**src/pkg/amf_pkg.sv**
```systemverilog
// package: constants, register map and types of the amplifier mode/fault control block
package amf_pkg;
	localparam int CLK_NS        = 10;
	localparam int RETRY_MS      = 1500;
	localparam int RETRY_CYC     = RETRY_MS * 1000000 / CLK_NS;
	localparam int RAMP_STEP_NS  = 160;
	localparam int RAMP_CYC      = (RAMP_STEP_NS + CLK_NS - 1) / CLK_NS;
	localparam int STALL_NS      = 2000;
	localparam int STALL_CYC     = (STALL_NS + CLK_NS - 1) / CLK_NS;
	localparam int FRAME_MIN_NS  = 19800;
	localparam int FRAME_MAX_NS  = 23810;
	localparam int FRAME_MIN_CYC = (FRAME_MIN_NS + CLK_NS - 1) / CLK_NS;
	localparam int FRAME_MAX_CYC = FRAME_MAX_NS / CLK_NS;
	localparam int SAMPLE_W      = 16;
	localparam int NSTAT         = 12;

	localparam logic [7:0] A_SOFT_RESET = 8'h01;
	localparam logic [7:0] A_PWR_CTL    = 8'h02;
	localparam logic [7:0] A_MASK0      = 8'h20;
	localparam logic [7:0] A_MASK1      = 8'h21;
	localparam logic [7:0] A_LIVE0      = 8'h22;
	localparam logic [7:0] A_LIVE1      = 8'h23;
	localparam logic [7:0] A_LTCH0      = 8'h24;
	localparam logic [7:0] A_LTCH1      = 8'h25;
	localparam logic [7:0] A_INT_CFG    = 8'h30;
	localparam logic [7:0] A_CLK_CFG    = 8'h3C;

	localparam int SR_BIT       = 0;
	localparam int PWR_VSNS     = 2;
	localparam int PWR_ISNS     = 3;
	localparam int CFG_PU       = 0;
	localparam int CFG_SRC_LSB  = 1;
	localparam int CFG_OT_RETRY = 3;
	localparam int CFG_OC_RETRY = 4;

	localparam logic [1:0]  MODE_ACTIVE = 2'h0;
	localparam logic [1:0]  MODE_MUTE   = 2'h1;
	localparam logic [1:0]  MODE_SWSD   = 2'h2;
	localparam logic [1:0]  MODE_RST    = 2'h2;
	localparam logic [11:0] MASK_RST    = 12'hFFC;
	localparam logic [1:0]  SRC_LIVE    = 2'h0;
	localparam logic [1:0]  SRC_LTCH    = 2'h1;
	localparam logic [1:0]  SRC_RST     = 2'h1;
	localparam logic [1:0]  RATE_RST    = 2'h0;
	localparam logic [11:0] LTCH0_BITS  = 12'h0FF;
	localparam logic [11:0] LTCH1_BITS  = 12'hF00;
	localparam logic [5:0]  GAIN_MAX    = 6'h3F;

	localparam int S_OT  = 0;
	localparam int S_OC  = 1;
	localparam int S_CLK = 2;
	localparam int S_UV  = 10;
	localparam int S_OV  = 11;

	typedef enum logic [2:0] {
		ST_OFF   = 3'b000,
		ST_SWSD  = 3'b001,
		ST_RUN   = 3'b010,
		ST_DOWN  = 3'b011,
		ST_STOP  = 3'b100,
		ST_PWRDN = 3'b101
	} amf_state_e;
endpackage : amf_pkg

```
**src/verilog/amf_sync2.sv**
```systemverilog
// module: two-flop synchroniser for pins from outside the clock domain
`timescale 1ns/1ps
`default_nettype none
module amf_sync2 #(
	parameter int W = 1
) (
	input  wire logic         sys_clk_in,
	input  wire logic         rst_in,
	input  wire logic [W-1:0] d_in,
	output logic      [W-1:0] q_out
);
	typedef struct packed {
		logic [W-1:0] s1;
		logic [W-1:0] s2;
	} amf_sync_s;

	amf_sync_s q;
	amf_sync_s n;

	always_comb begin
		n    = q;
		n.s1 = d_in;
		n.s2 = q.s1;
	end

	always_ff @(posedge sys_clk_in) begin
		if (rst_in) begin
			q <= '0;
		end else begin
			q <= n;
		end
	end

	assign q_out = q.s2;
endmodule : amf_sync2
`default_nettype wire

```
**src/verilog/amf_clk_mon.sv**
```systemverilog
// module: serial audio clock monitor, ratio, frame rate and stall checks
`timescale 1ns/1ps
`default_nettype none
module amf_clk_mon (
	input  wire logic       sys_clk_in,
	input  wire logic       rst_in,
	input  wire logic       bclk_s_in,
	input  wire logic       frame_sync_s_in,
	input  wire logic [1:0] rate_sel_in,
	output logic            clk_err_out
);
	typedef struct packed {
		logic        bclk_d;
		logic        fs_d;
		logic [9:0]  bits;
		logic [11:0] frame;
		logic [7:0]  idle;
		logic        err;
	} amf_cm_s;

	amf_cm_s    q;
	amf_cm_s    n;
	logic       b_rise;
	logic       f_rise;
	logic [11:0] fmin;
	logic [11:0] fmax;

	// allowed bit clocks per frame, capped by the rate family
	function automatic logic ratio_ok(input logic [9:0] r, input logic [1:0] rate);
		logic ok;
		ok = (r == 10'd64) || (r == 10'd96) || (r == 10'd128);
		if (rate <= 2'd1) begin
			ok = ok || (r == 10'd192) || (r == 10'd256);
		end
		if (rate == 2'd0) begin
			ok = ok || (r == 10'd384) || (r == 10'd512);
		end
		return ok && (rate != 2'd3);
	endfunction : ratio_ok

	always_comb begin
		n        = q;
		fmin     = 12'(amf_pkg::FRAME_MIN_CYC) >> rate_sel_in;
		fmax     = 12'(amf_pkg::FRAME_MAX_CYC) >> rate_sel_in;
		b_rise   = bclk_s_in && !q.bclk_d;
		f_rise   = frame_sync_s_in && !q.fs_d;
		n.bclk_d = bclk_s_in;
		n.fs_d   = frame_sync_s_in;
		if (b_rise) begin
			n.idle = '0;
		end else if (q.idle != '1) begin
			n.idle = q.idle + 8'd1;
		end
		if (q.frame != '1) begin
			n.frame = q.frame + 12'd1;
		end
		if (b_rise && q.bits != '1) begin
			n.bits = q.bits + 10'd1;
		end
		if (f_rise) begin
			n.err   = !ratio_ok(q.bits, rate_sel_in) || q.frame < fmin || q.frame > fmax;
			n.frame = '0;
			n.bits  = {9'd0, b_rise};
		end
		// stopped bit clock or frame sync
		if (q.idle >= 8'(amf_pkg::STALL_CYC) || q.frame > fmax) begin
			n.err = 1'b1;
		end
	end

	always_ff @(posedge sys_clk_in) begin
		if (rst_in) begin
			q     <= '0;
			q.err <= 1'b1;
		end else begin
			q <= n;
		end
	end

	assign clk_err_out = q.err;
endmodule : amf_clk_mon
`default_nettype wire

```
**src/verilog/amf_ctrl.sv**
```systemverilog
// module: amplifier mode sequencing, fault handling, status and interrupt pin
`timescale 1ns/1ps
`default_nettype none
module amf_ctrl #(
	parameter int RETRY_CYCLES = amf_pkg::RETRY_CYC
) (
	input  wire logic                          sys_clk_in,
	input  wire logic                          rst_in,
	input  wire logic [7:0]                    reg_addr_in,
	input  wire logic [7:0]                    reg_wdata_in,
	input  wire logic                          reg_wr_in,
	input  wire logic                          reg_rd_in,
	output logic      [7:0]                    reg_rdata_out,
	input  wire logic                          shutdown_n_pin_in,
	input  wire logic                          mode_pin_in,
	input  wire logic                          serial_bit_clock_in,
	input  wire logic                          frame_sync_in,
	input  wire logic                          overtemp_in,
	input  wire logic                          overcurrent_in,
	input  wire logic                          battery_low_lockout_in,
	input  wire logic                          battery_high_lockout_in,
	input  wire logic                          limiter_active_in,
	input  wire logic                          below_inflection_in,
	input  wire logic                          max_atten_in,
	input  wire logic                          inf_hold_in,
	input  wire logic                          limiter_mute_in,
	input  wire logic                          pdm_clock_error_in,
	input  wire logic                          brownout_in,
	input  wire logic [amf_pkg::SAMPLE_W-1:0]  isns_sample_in,
	input  wire logic [amf_pkg::SAMPLE_W-1:0]  vsns_sample_in,
	output logic      [amf_pkg::SAMPLE_W-1:0]  isns_sample_out,
	output logic      [amf_pkg::SAMPLE_W-1:0]  vsns_sample_out,
	output logic                               current_sense_powerdown_out,
	output logic                               voltage_sense_powerdown_out,
	output logic                               amp_switching_out,
	output logic                               analog_power_out,
	output logic                               digital_power_out,
	output logic      [5:0]                    volume_out,
	output logic                               interface_mode_out,
	output logic                               irq_n_pin_out,
	output logic                               irq_n_pin_oe_n_out,
	output logic                               irq_pullup_enable_out
);
	typedef struct packed {
		amf_pkg::amf_state_e            st;
		logic [5:0]                     gain;
		logic [4:0]                     rtick;
		logic [1:0]                     mode;
		logic                           voltage_sense_powerdown;
		logic                           current_sense_powerdown;
		logic [11:0]                    mask;
		logic [11:0]                    ltch;
		logic                           pu;
		logic [1:0]                     src;
		logic                           ot_retry;
		logic                           oc_retry;
		logic [1:0]                     rate;
		logic                           ifmode;
		logic                           lock;
		logic                           therm_hold;
		logic [27:0]                    rtimer;
		logic [7:0]                     rdata;
		logic                           irq;
		logic                           sw;
		logic                           ana;
		logic                           dig;
		logic [amf_pkg::SAMPLE_W-1:0]   isamp;
		logic [amf_pkg::SAMPLE_W-1:0]   vsamp;
	} amf_ctrl_s;

	amf_ctrl_s   q;
	amf_ctrl_s   n;
	logic [14:0] pins_s;
	logic        clk_err;
	logic [11:0] live;
	logic [11:0] clr;
	logic [11:0] irq_sel;
	logic [7:0]  rd_val;
	logic [5:0]  target;
	logic        hw_off;
	logic        mode_s;
	logic        bus_en;
	logic        ramp_tick;
	logic        host_sd;
	logic        therm;
	logic        lockout;
	logic        fast;

	// every software-visible field back to its default
	function automatic amf_ctrl_s cfg_default(input amf_ctrl_s s);
		amf_ctrl_s r;
		r          = s;
		r.mode     = amf_pkg::MODE_RST;
		r.voltage_sense_powerdown  = 1'b0;
		r.current_sense_powerdown  = 1'b0;
		r.mask     = amf_pkg::MASK_RST;
		r.ltch     = '0;
		r.pu       = 1'b0;
		r.src      = amf_pkg::SRC_RST;
		r.ot_retry = 1'b0;
		r.oc_retry = 1'b0;
		r.rate     = amf_pkg::RATE_RST;
		return r;
	endfunction : cfg_default

	amf_sync2 #(
		.W(15)
	) u_sync (
		.sys_clk_in(sys_clk_in),
		.rst_in    (rst_in),
		.d_in      ({shutdown_n_pin_in, mode_pin_in, serial_bit_clock_in, frame_sync_in,
		             battery_high_lockout_in, battery_low_lockout_in, brownout_in,
		             pdm_clock_error_in, limiter_mute_in, inf_hold_in, max_atten_in,
		             below_inflection_in, limiter_active_in, overcurrent_in, overtemp_in}),
		.q_out     (pins_s)
	);

	amf_clk_mon u_cmon (
		.sys_clk_in (sys_clk_in),
		.rst_in     (rst_in),
		.bclk_s_in  (pins_s[12]),
		.frame_sync_s_in (pins_s[11]),
		.rate_sel_in(q.rate),
		.clk_err_out(clk_err)
	);

	assign hw_off = !pins_s[14];
	assign mode_s = pins_s[13];
	assign live   = {pins_s[10:2], clk_err, pins_s[1:0]};

	always_comb begin
		case (reg_addr_in)
			amf_pkg::A_PWR_CTL: rd_val = {4'h0, q.current_sense_powerdown, q.voltage_sense_powerdown, q.mode};
			amf_pkg::A_MASK0:   rd_val = q.mask[7:0];
			amf_pkg::A_MASK1:   rd_val = {4'h0, q.mask[11:8]};
			amf_pkg::A_LIVE0:   rd_val = live[7:0];
			amf_pkg::A_LIVE1:   rd_val = {4'h0, live[11:8]};
			amf_pkg::A_LTCH0:   rd_val = q.ltch[7:0];
			amf_pkg::A_LTCH1:   rd_val = {4'h0, q.ltch[11:8]};
			amf_pkg::A_INT_CFG: rd_val = {3'h0, q.oc_retry, q.ot_retry, q.src, q.pu};
			amf_pkg::A_CLK_CFG: rd_val = {6'h00, q.rate};
			default:            rd_val = 8'h00;
		endcase
	end

	always_comb begin
		n         = q;
		bus_en    = !hw_off && q.st != amf_pkg::ST_OFF;
		ramp_tick = (q.rtick == '0);
		n.rtick   = ramp_tick ? 5'(amf_pkg::RAMP_CYC - 1) : q.rtick - 5'd1;
		host_sd   = hw_off || q.mode[1];
		target    = (q.mode == amf_pkg::MODE_MUTE) ? 6'h00 : amf_pkg::GAIN_MAX;

		// thermal/current faults: hold-off timer runs through shutdowns
		therm = live[amf_pkg::S_OT] || live[amf_pkg::S_OC];
		if (therm) begin
			n.rtimer = 28'(RETRY_CYCLES);
		end else if (q.rtimer != '0) begin
			n.rtimer = q.rtimer - 28'd1;
		end
		if ((live[amf_pkg::S_OT] && !q.ot_retry) || (live[amf_pkg::S_OC] && !q.oc_retry)) begin
			n.therm_hold = 1'b1;
		end else if (host_sd) begin
			n.therm_hold = 1'b0;
		end
		lockout = live[amf_pkg::S_UV] || live[amf_pkg::S_OV];
		if (lockout) begin
			n.lock = 1'b1;
		end else if (host_sd) begin
			n.lock = 1'b0;
		end
		fast = clk_err || lockout || q.lock || therm || q.therm_hold || q.rtimer != '0;

		case (q.st)
			amf_pkg::ST_RUN: begin
				if (fast) begin
					n.gain = '0;
					n.st   = amf_pkg::ST_STOP;
				end else if (host_sd) begin
					n.st = amf_pkg::ST_DOWN;
				end else if (ramp_tick && q.gain < target) begin
					n.gain = q.gain + 6'd1;
				end else if (ramp_tick && q.gain > target) begin
					n.gain = q.gain - 6'd1;
				end
			end
			amf_pkg::ST_DOWN: begin
				if (fast) begin
					n.gain = '0;
					n.st   = amf_pkg::ST_STOP;
				end else if (q.gain == '0) begin
					n.st = amf_pkg::ST_STOP;
				end else if (ramp_tick) begin
					n.gain = q.gain - 6'd1;
				end
			end
			amf_pkg::ST_STOP: begin
				n.st = hw_off ? amf_pkg::ST_PWRDN : amf_pkg::ST_SWSD;
			end
			amf_pkg::ST_PWRDN: begin
				n.st = amf_pkg::ST_OFF;
			end
			amf_pkg::ST_OFF: begin
				if (!hw_off) begin
					n.ifmode = mode_s;
					n.st     = amf_pkg::ST_SWSD;
				end
			end
			amf_pkg::ST_SWSD: begin
				if (hw_off) begin
					n.st = amf_pkg::ST_PWRDN;
				end else if (!fast && !host_sd) begin
					n.gain = '0;
					n.st   = amf_pkg::ST_RUN;
				end
			end
			default: begin
				n.st = amf_pkg::ST_OFF;
			end
		endcase

		if (reg_wr_in && bus_en) begin
			case (reg_addr_in)
				amf_pkg::A_PWR_CTL: begin
					n.mode    = reg_wdata_in[1:0];
					n.voltage_sense_powerdown = reg_wdata_in[amf_pkg::PWR_VSNS];
					n.current_sense_powerdown = reg_wdata_in[amf_pkg::PWR_ISNS];
				end
				amf_pkg::A_MASK0:   n.mask[7:0]  = reg_wdata_in;
				amf_pkg::A_MASK1:   n.mask[11:8] = reg_wdata_in[3:0];
				amf_pkg::A_INT_CFG: begin
					n.pu       = reg_wdata_in[amf_pkg::CFG_PU];
					n.src      = reg_wdata_in[amf_pkg::CFG_SRC_LSB +: 2];
					n.ot_retry = reg_wdata_in[amf_pkg::CFG_OT_RETRY];
					n.oc_retry = reg_wdata_in[amf_pkg::CFG_OC_RETRY];
				end
				amf_pkg::A_CLK_CFG: n.rate = reg_wdata_in[1:0];
				default: ;
			endcase
		end

		clr = '0;
		if (reg_rd_in && bus_en && reg_addr_in == amf_pkg::A_LTCH0) begin
			clr = amf_pkg::LTCH0_BITS;
		end
		if (reg_rd_in && bus_en && reg_addr_in == amf_pkg::A_LTCH1) begin
			clr = amf_pkg::LTCH1_BITS;
		end
		n.ltch  = (q.ltch & ~clr) | live;
		n.rdata = (reg_rd_in && bus_en) ? rd_val : 8'h00;

		if (reg_wr_in && bus_en && reg_addr_in == amf_pkg::A_SOFT_RESET
		    && reg_wdata_in[amf_pkg::SR_BIT]) begin
			n = cfg_default(n);
		end
		if (n.st == amf_pkg::ST_OFF) begin
			n = cfg_default(n);
		end

		case (q.src)
			amf_pkg::SRC_LIVE: irq_sel = live;
			amf_pkg::SRC_LTCH: irq_sel = q.ltch;
			default:           irq_sel = '0;
		endcase
		n.irq   = |(irq_sel & ~q.mask);
		n.sw    = n.st == amf_pkg::ST_RUN || n.st == amf_pkg::ST_DOWN;
		n.ana   = n.sw || (n.st == amf_pkg::ST_STOP && hw_off);
		n.dig   = n.st != amf_pkg::ST_OFF && n.st != amf_pkg::ST_PWRDN;
		n.isamp = (n.current_sense_powerdown || n.st != amf_pkg::ST_RUN) ? '0 : isns_sample_in;
		n.vsamp = (n.voltage_sense_powerdown || n.st != amf_pkg::ST_RUN) ? '0 : vsns_sample_in;
	end

	always_ff @(posedge sys_clk_in) begin
		if (rst_in) begin
			q <= cfg_default('0);
		end else begin
			q <= n;
		end
	end

	assign reg_rdata_out               = q.rdata;
	assign isns_sample_out             = q.isamp;
	assign vsns_sample_out             = q.vsamp;
	assign current_sense_powerdown_out = q.current_sense_powerdown;
	assign voltage_sense_powerdown_out = q.voltage_sense_powerdown;
	assign amp_switching_out           = q.sw;
	assign analog_power_out            = q.ana;
	assign digital_power_out           = q.dig;
	assign volume_out                  = q.gain;
	assign interface_mode_out          = q.ifmode;
	assign irq_n_pin_out               = 1'b0;
	assign irq_n_pin_oe_n_out          = !q.irq;
	assign irq_pullup_enable_out       = q.pu;
endmodule : amf_ctrl
`default_nettype wire

```
**config.mk**
```make
export PLATFORM = sky130hd
export DESIGN_NAME = amf_ctrl
export DESIGN_NICKNAME = d
export VERILOG_FILES = /design/src/pkg/amf_pkg.sv /design/src/verilog/amf_sync2.sv /design/src/verilog/amf_clk_mon.sv /design/src/verilog/amf_ctrl.sv
export SDC_FILE = /design/constraint.sdc
export NUM_CORES = 1
export LEC_CHECK = 0
export BUFFER_PORTS_ARGS = -buffer_cell sky130_fd_sc_hd__buf_2
export CORE_ASPECT_RATIO = 1.4
export CORE_UTILIZATION = 30
export CTS_CLUSTER_DIAMETER = 30
export CTS_CLUSTER_SIZE = 12
export DETAILED_ROUTE_END_ITERATION = 7
export HOLD_SLACK_MARGIN = 0.02
export PLACE_DENSITY = 0.55
export SYNTH_ARGS = -nofsm -noshare
export SYNTH_HDL_FRONTEND = slang
export SYNTH_SLANG_ARGS = --single-unit
```
**constraint.sdc**
```tcl
create_clock -name sys_clk_in -period 8.2 [get_ports sys_clk_in]
set_clock_uncertainty 0.2 [all_clocks]
set_input_delay 1.64 -clock sys_clk_in [delete_from_list [all_inputs] [get_ports sys_clk_in]]
set_output_delay 1.64 -clock sys_clk_in [all_outputs]
set_load 0.03 [all_outputs]
```
==> flow_summary.yaml <==
yosys:
  yosysSeqAreaShare_pct: 41.3
  synthAdderAreaFrac_pct: 5.52
  synth-edff-count: 0
  synth_top_area_cell: "dfxtp_1"
  yosysWarningCount: 0
  muxShareOfSynthArea_pct: 4.60
  synth.top_cell.area_share_pct: 41.3
  ys_ff_latch: 187
  netlist_area_um2: 9060
  synth_simple_gate_area_share_pct: 22.6
  synth-xor-area-share_pct: 4.93
  synth_compound_area_share_pct: 13.9
  synth-main-ff-cell: "dfxtp_1"
  syn_area_per_cell_um2: 9.14
  yosys-top-cells-area: "dfxtp_1 41%, ha_1 5.5%, buf_4 3.9%, nor2_1 3.8%, a211oi_1 3.1%"
  syn_nets: 1098
  ys_types: 72
  synth_top_family_by_area: "simple AND/OR/NAND/NOR gates"
  synth-async-reset-ratio_pct: 0
  syn_inst: 991
layout:
  final_cell_mix: "187 x dfxtp_1, 120 x buf_2, 91 x nor2_1"
  syn_to_final_growth_pct: 13.4
  drive_gt1_share_pct: 18.5
  diodes: 0
  fillCellCount: 3056
  mostFrequentLayoutCell: "dfxtp_1"
  layout.nets: 1155
  final_core_util_pct: 34.9
power_and_ir_drop:
  seqPwrFrac_pct: 43.4
  clockPowerShare_pct: 34.6
  p_sw_share_pct: 32.5
  net-switching-power_mw: 0.785
  combPwrFrac_pct: 22.0
  total_power_mw: 2.42
  vdd_drop_max_mv: 0.114
  p_int_mw: 1.63
  powerDensity_nw_per_um2: 235
  leakagePower_nw: 4.23
die:
  initial_utilization_pct: 30.8
  num_rows: 74
  die_x_um: 149
  core_um2: 29400
  io_pins: 122
  chipHeight_um: 208
  fp.dieArea_um2: 30900
route:
  ant_nets: 0
  vias_per_cell: 5.02
  drc: 0
  initialDrtViolationCount: 363
  dr.pass1.iters: 5
  routedWlPerCell_um: 15.4
  dr_total_vias: 7232
  wl_mm: 22.2
sta:
  setup_viol: 0
  drv_slew: 0
  worst_pin_slew_ns: 1.07
  fmax_mhz: 267
  rsz0062_at_grt: "false"
  tns_ns: 0
  setup_ws_ns: 4.45
  timing.final.crit_period_ns: 3.75
  slew_headroom_pct: 28.6
  fin_crit_sh_pct: 45.7
  hold_slack_ns: 0.241
  finalHoldViolations: 0
placement:
  place.gp.congestion: 0.849
  portBuffers: 120
  place_worst_setup_slack_ns: 4.07
  dp_hpwl_mm: 16.2
worst_setup_path:
  reg2reg_to: "vsns_sample_out[5]"
  ff2ff_path_depth: 6
  slowest_stage: "nor4b_1"
  startpoint_type: "input pin"
  rrSetupSlack_ns: 4.75
  cp.buffers_inverters: 1
  end_kind: "flip-flop"
  crit_arrival_ns: 3.83
  path_cells: "buf_2, or4b_2, nor4b_1, nand2_1, a21oi_1, a211oi_1"
  crit_path_max_fanout: 7
  worstReg2RegStart: "u_sync.q_out[0]"
  worst_ep_required_time_ns: 8.28
  worstSetupPathType: "input pin to flip-flop"
  slowest_delay_ns: 0.82
  critical_path.top_delay_family: "simple AND/OR/NAND/NOR gates"
clock_tree:
  cts_tree: "yes"
  cts_made_buffers: 17
  clkLatencyLatePin_ns: 0.44
  root_buffer: "clkbuf_16"
  h-tree-depth: 4
  cts_hold_buf: 0
  post_cts_resize_count: 0
  clk_pin_slew_ns: 0.07
  postCtsSetupBuffers: 0
  clock-sinks: 187
  clock_path_buffers: 2
worst_hold_path:
  min_path_type: "flip-flop to flip-flop"
  whs_endpoint: "u_sync.q_out[11]"
  worstHoldStart: "u_sync.n[11]"
  whs_path_depth: 1
flow_run:
  drv_cap: 0
global_routing:
  grt_first_pass_wirelength_mm: 36.4
  antenna_found_initial: 0
  grt-ovfl-total: 0
  grt_pass1_vias: 7128
  grt.total_usage_pct: 14.7
  grt_max_degree: 38
status:
  status: "finished clean"
==> power groups by stage <==
stage	Clock (mW)	Combinational, mW	Sequential [mW]
finish	0.838	0.531	1.05
global route	0.905	0.590	1.06
CTS	0.868	0.533	1.05
detailed placement	0	0.529	1.07
global placement	0	0.525	1.07
floorplan	0	0.415	1.05
==> layout make-up <==
| cell class | instances | area [um2] | area share, % |
|---|---|---|---|
| repair buffers | 127 | 653 | 6.36 |
| clock inverters | 13 | 150 | 1.46 |
| clock buffers | 19 | 453 | 4.41 |
| flip-flops and latches | 187 | 3740 | 36.5 |
| well taps | 380 | 475 | 4.63 |
| multi-input cells | 682 | 4670 | 45.5 |
| inverters | 33 | 124 | 1.21 |
==> synthesized netlist by cell type, drive strengths merged (22+ instances only) <==
cell type and number:
and2 36, inv 33, xor2 27, mux2i 27, nor3 22, a211oi 40, nor2 91, nand2 40
xnor2 24, clkbuf 38, o21ai 31, a21oi 55, dfxtp 187, nor2b 44, buf 51, ha 40
==> flip-flops by register name (all words and copies together), names as in the netlist, 6 cells and up <==
| name | flops |
|---|---|
| u_sync.q_out | 15 |
| u_cmon.q | 32 |
| q | 71 |
| vsns_sample_out | 16 |
| isns_sample_out | 16 |
| u_sync.n | 15 |
| reg_rdata_out | 8 |
| volume_out | 6 |
==> logic make-up (layout without fill, tap and decap cells) <==
logic type      count (synthesis)  in the layout
buf+inv                       122            192
flops                         187            187
mux                            37             37
simple gates                  366            366
fa+ha+maj                      40             40
xor+xnor                       51             51
compound gates                187            187
other cells                     1              1
==> worst register-to-register path: cells and delay by family, from the launching register on <==
family / cells / cell delay, ns
DFF: 1 / 0.39
and+or+nand+nor: 5 / 2.32
AOI/OAI and AO/OA: 1 / 0.49
==> per-stage QoR <==
step,std cells,area [um2]
2_1_floorplan,991,9060
3_3_place_gp,1409,9670
3_5_place_dp,1409,9670
4_1_cts,1441,10300
5_1_grt,1441,10300
6_report,1441,10300
==> how the worst max path moves through the flow <==
stage	start	endpoint	slack, ns	cells after the start
floorplan	reg_addr_in[3]	isns_sample_out[10]	4.34	8
global placement	reg_addr_in[4]	vsns_sample_out[14]	4.12	7
detailed placement	reg_addr_in[4]	vsns_sample_out[11]	4.07	7
CTS	reg_addr_in[4]	vsns_sample_out[11]	4.53	7
global route	reg_addr_in[4]	q[92]	4.32	6
finish	reg_addr_in[4]	q[91]	4.45	6
==> per-layer routing <==
layer  wire length (um)  part of all wire, %  track usage [%]  up-vias
li1                   -                    -                -     3581
met1               9770                   44             17.6     3406
met2              10800                   49             25.5      205
met3               1040                  4.7             2.64       40
met4                571                  2.6             6.02        0
met5                  0                    0                0        -
No activity file was read; power rests on OpenSTA's default activity.
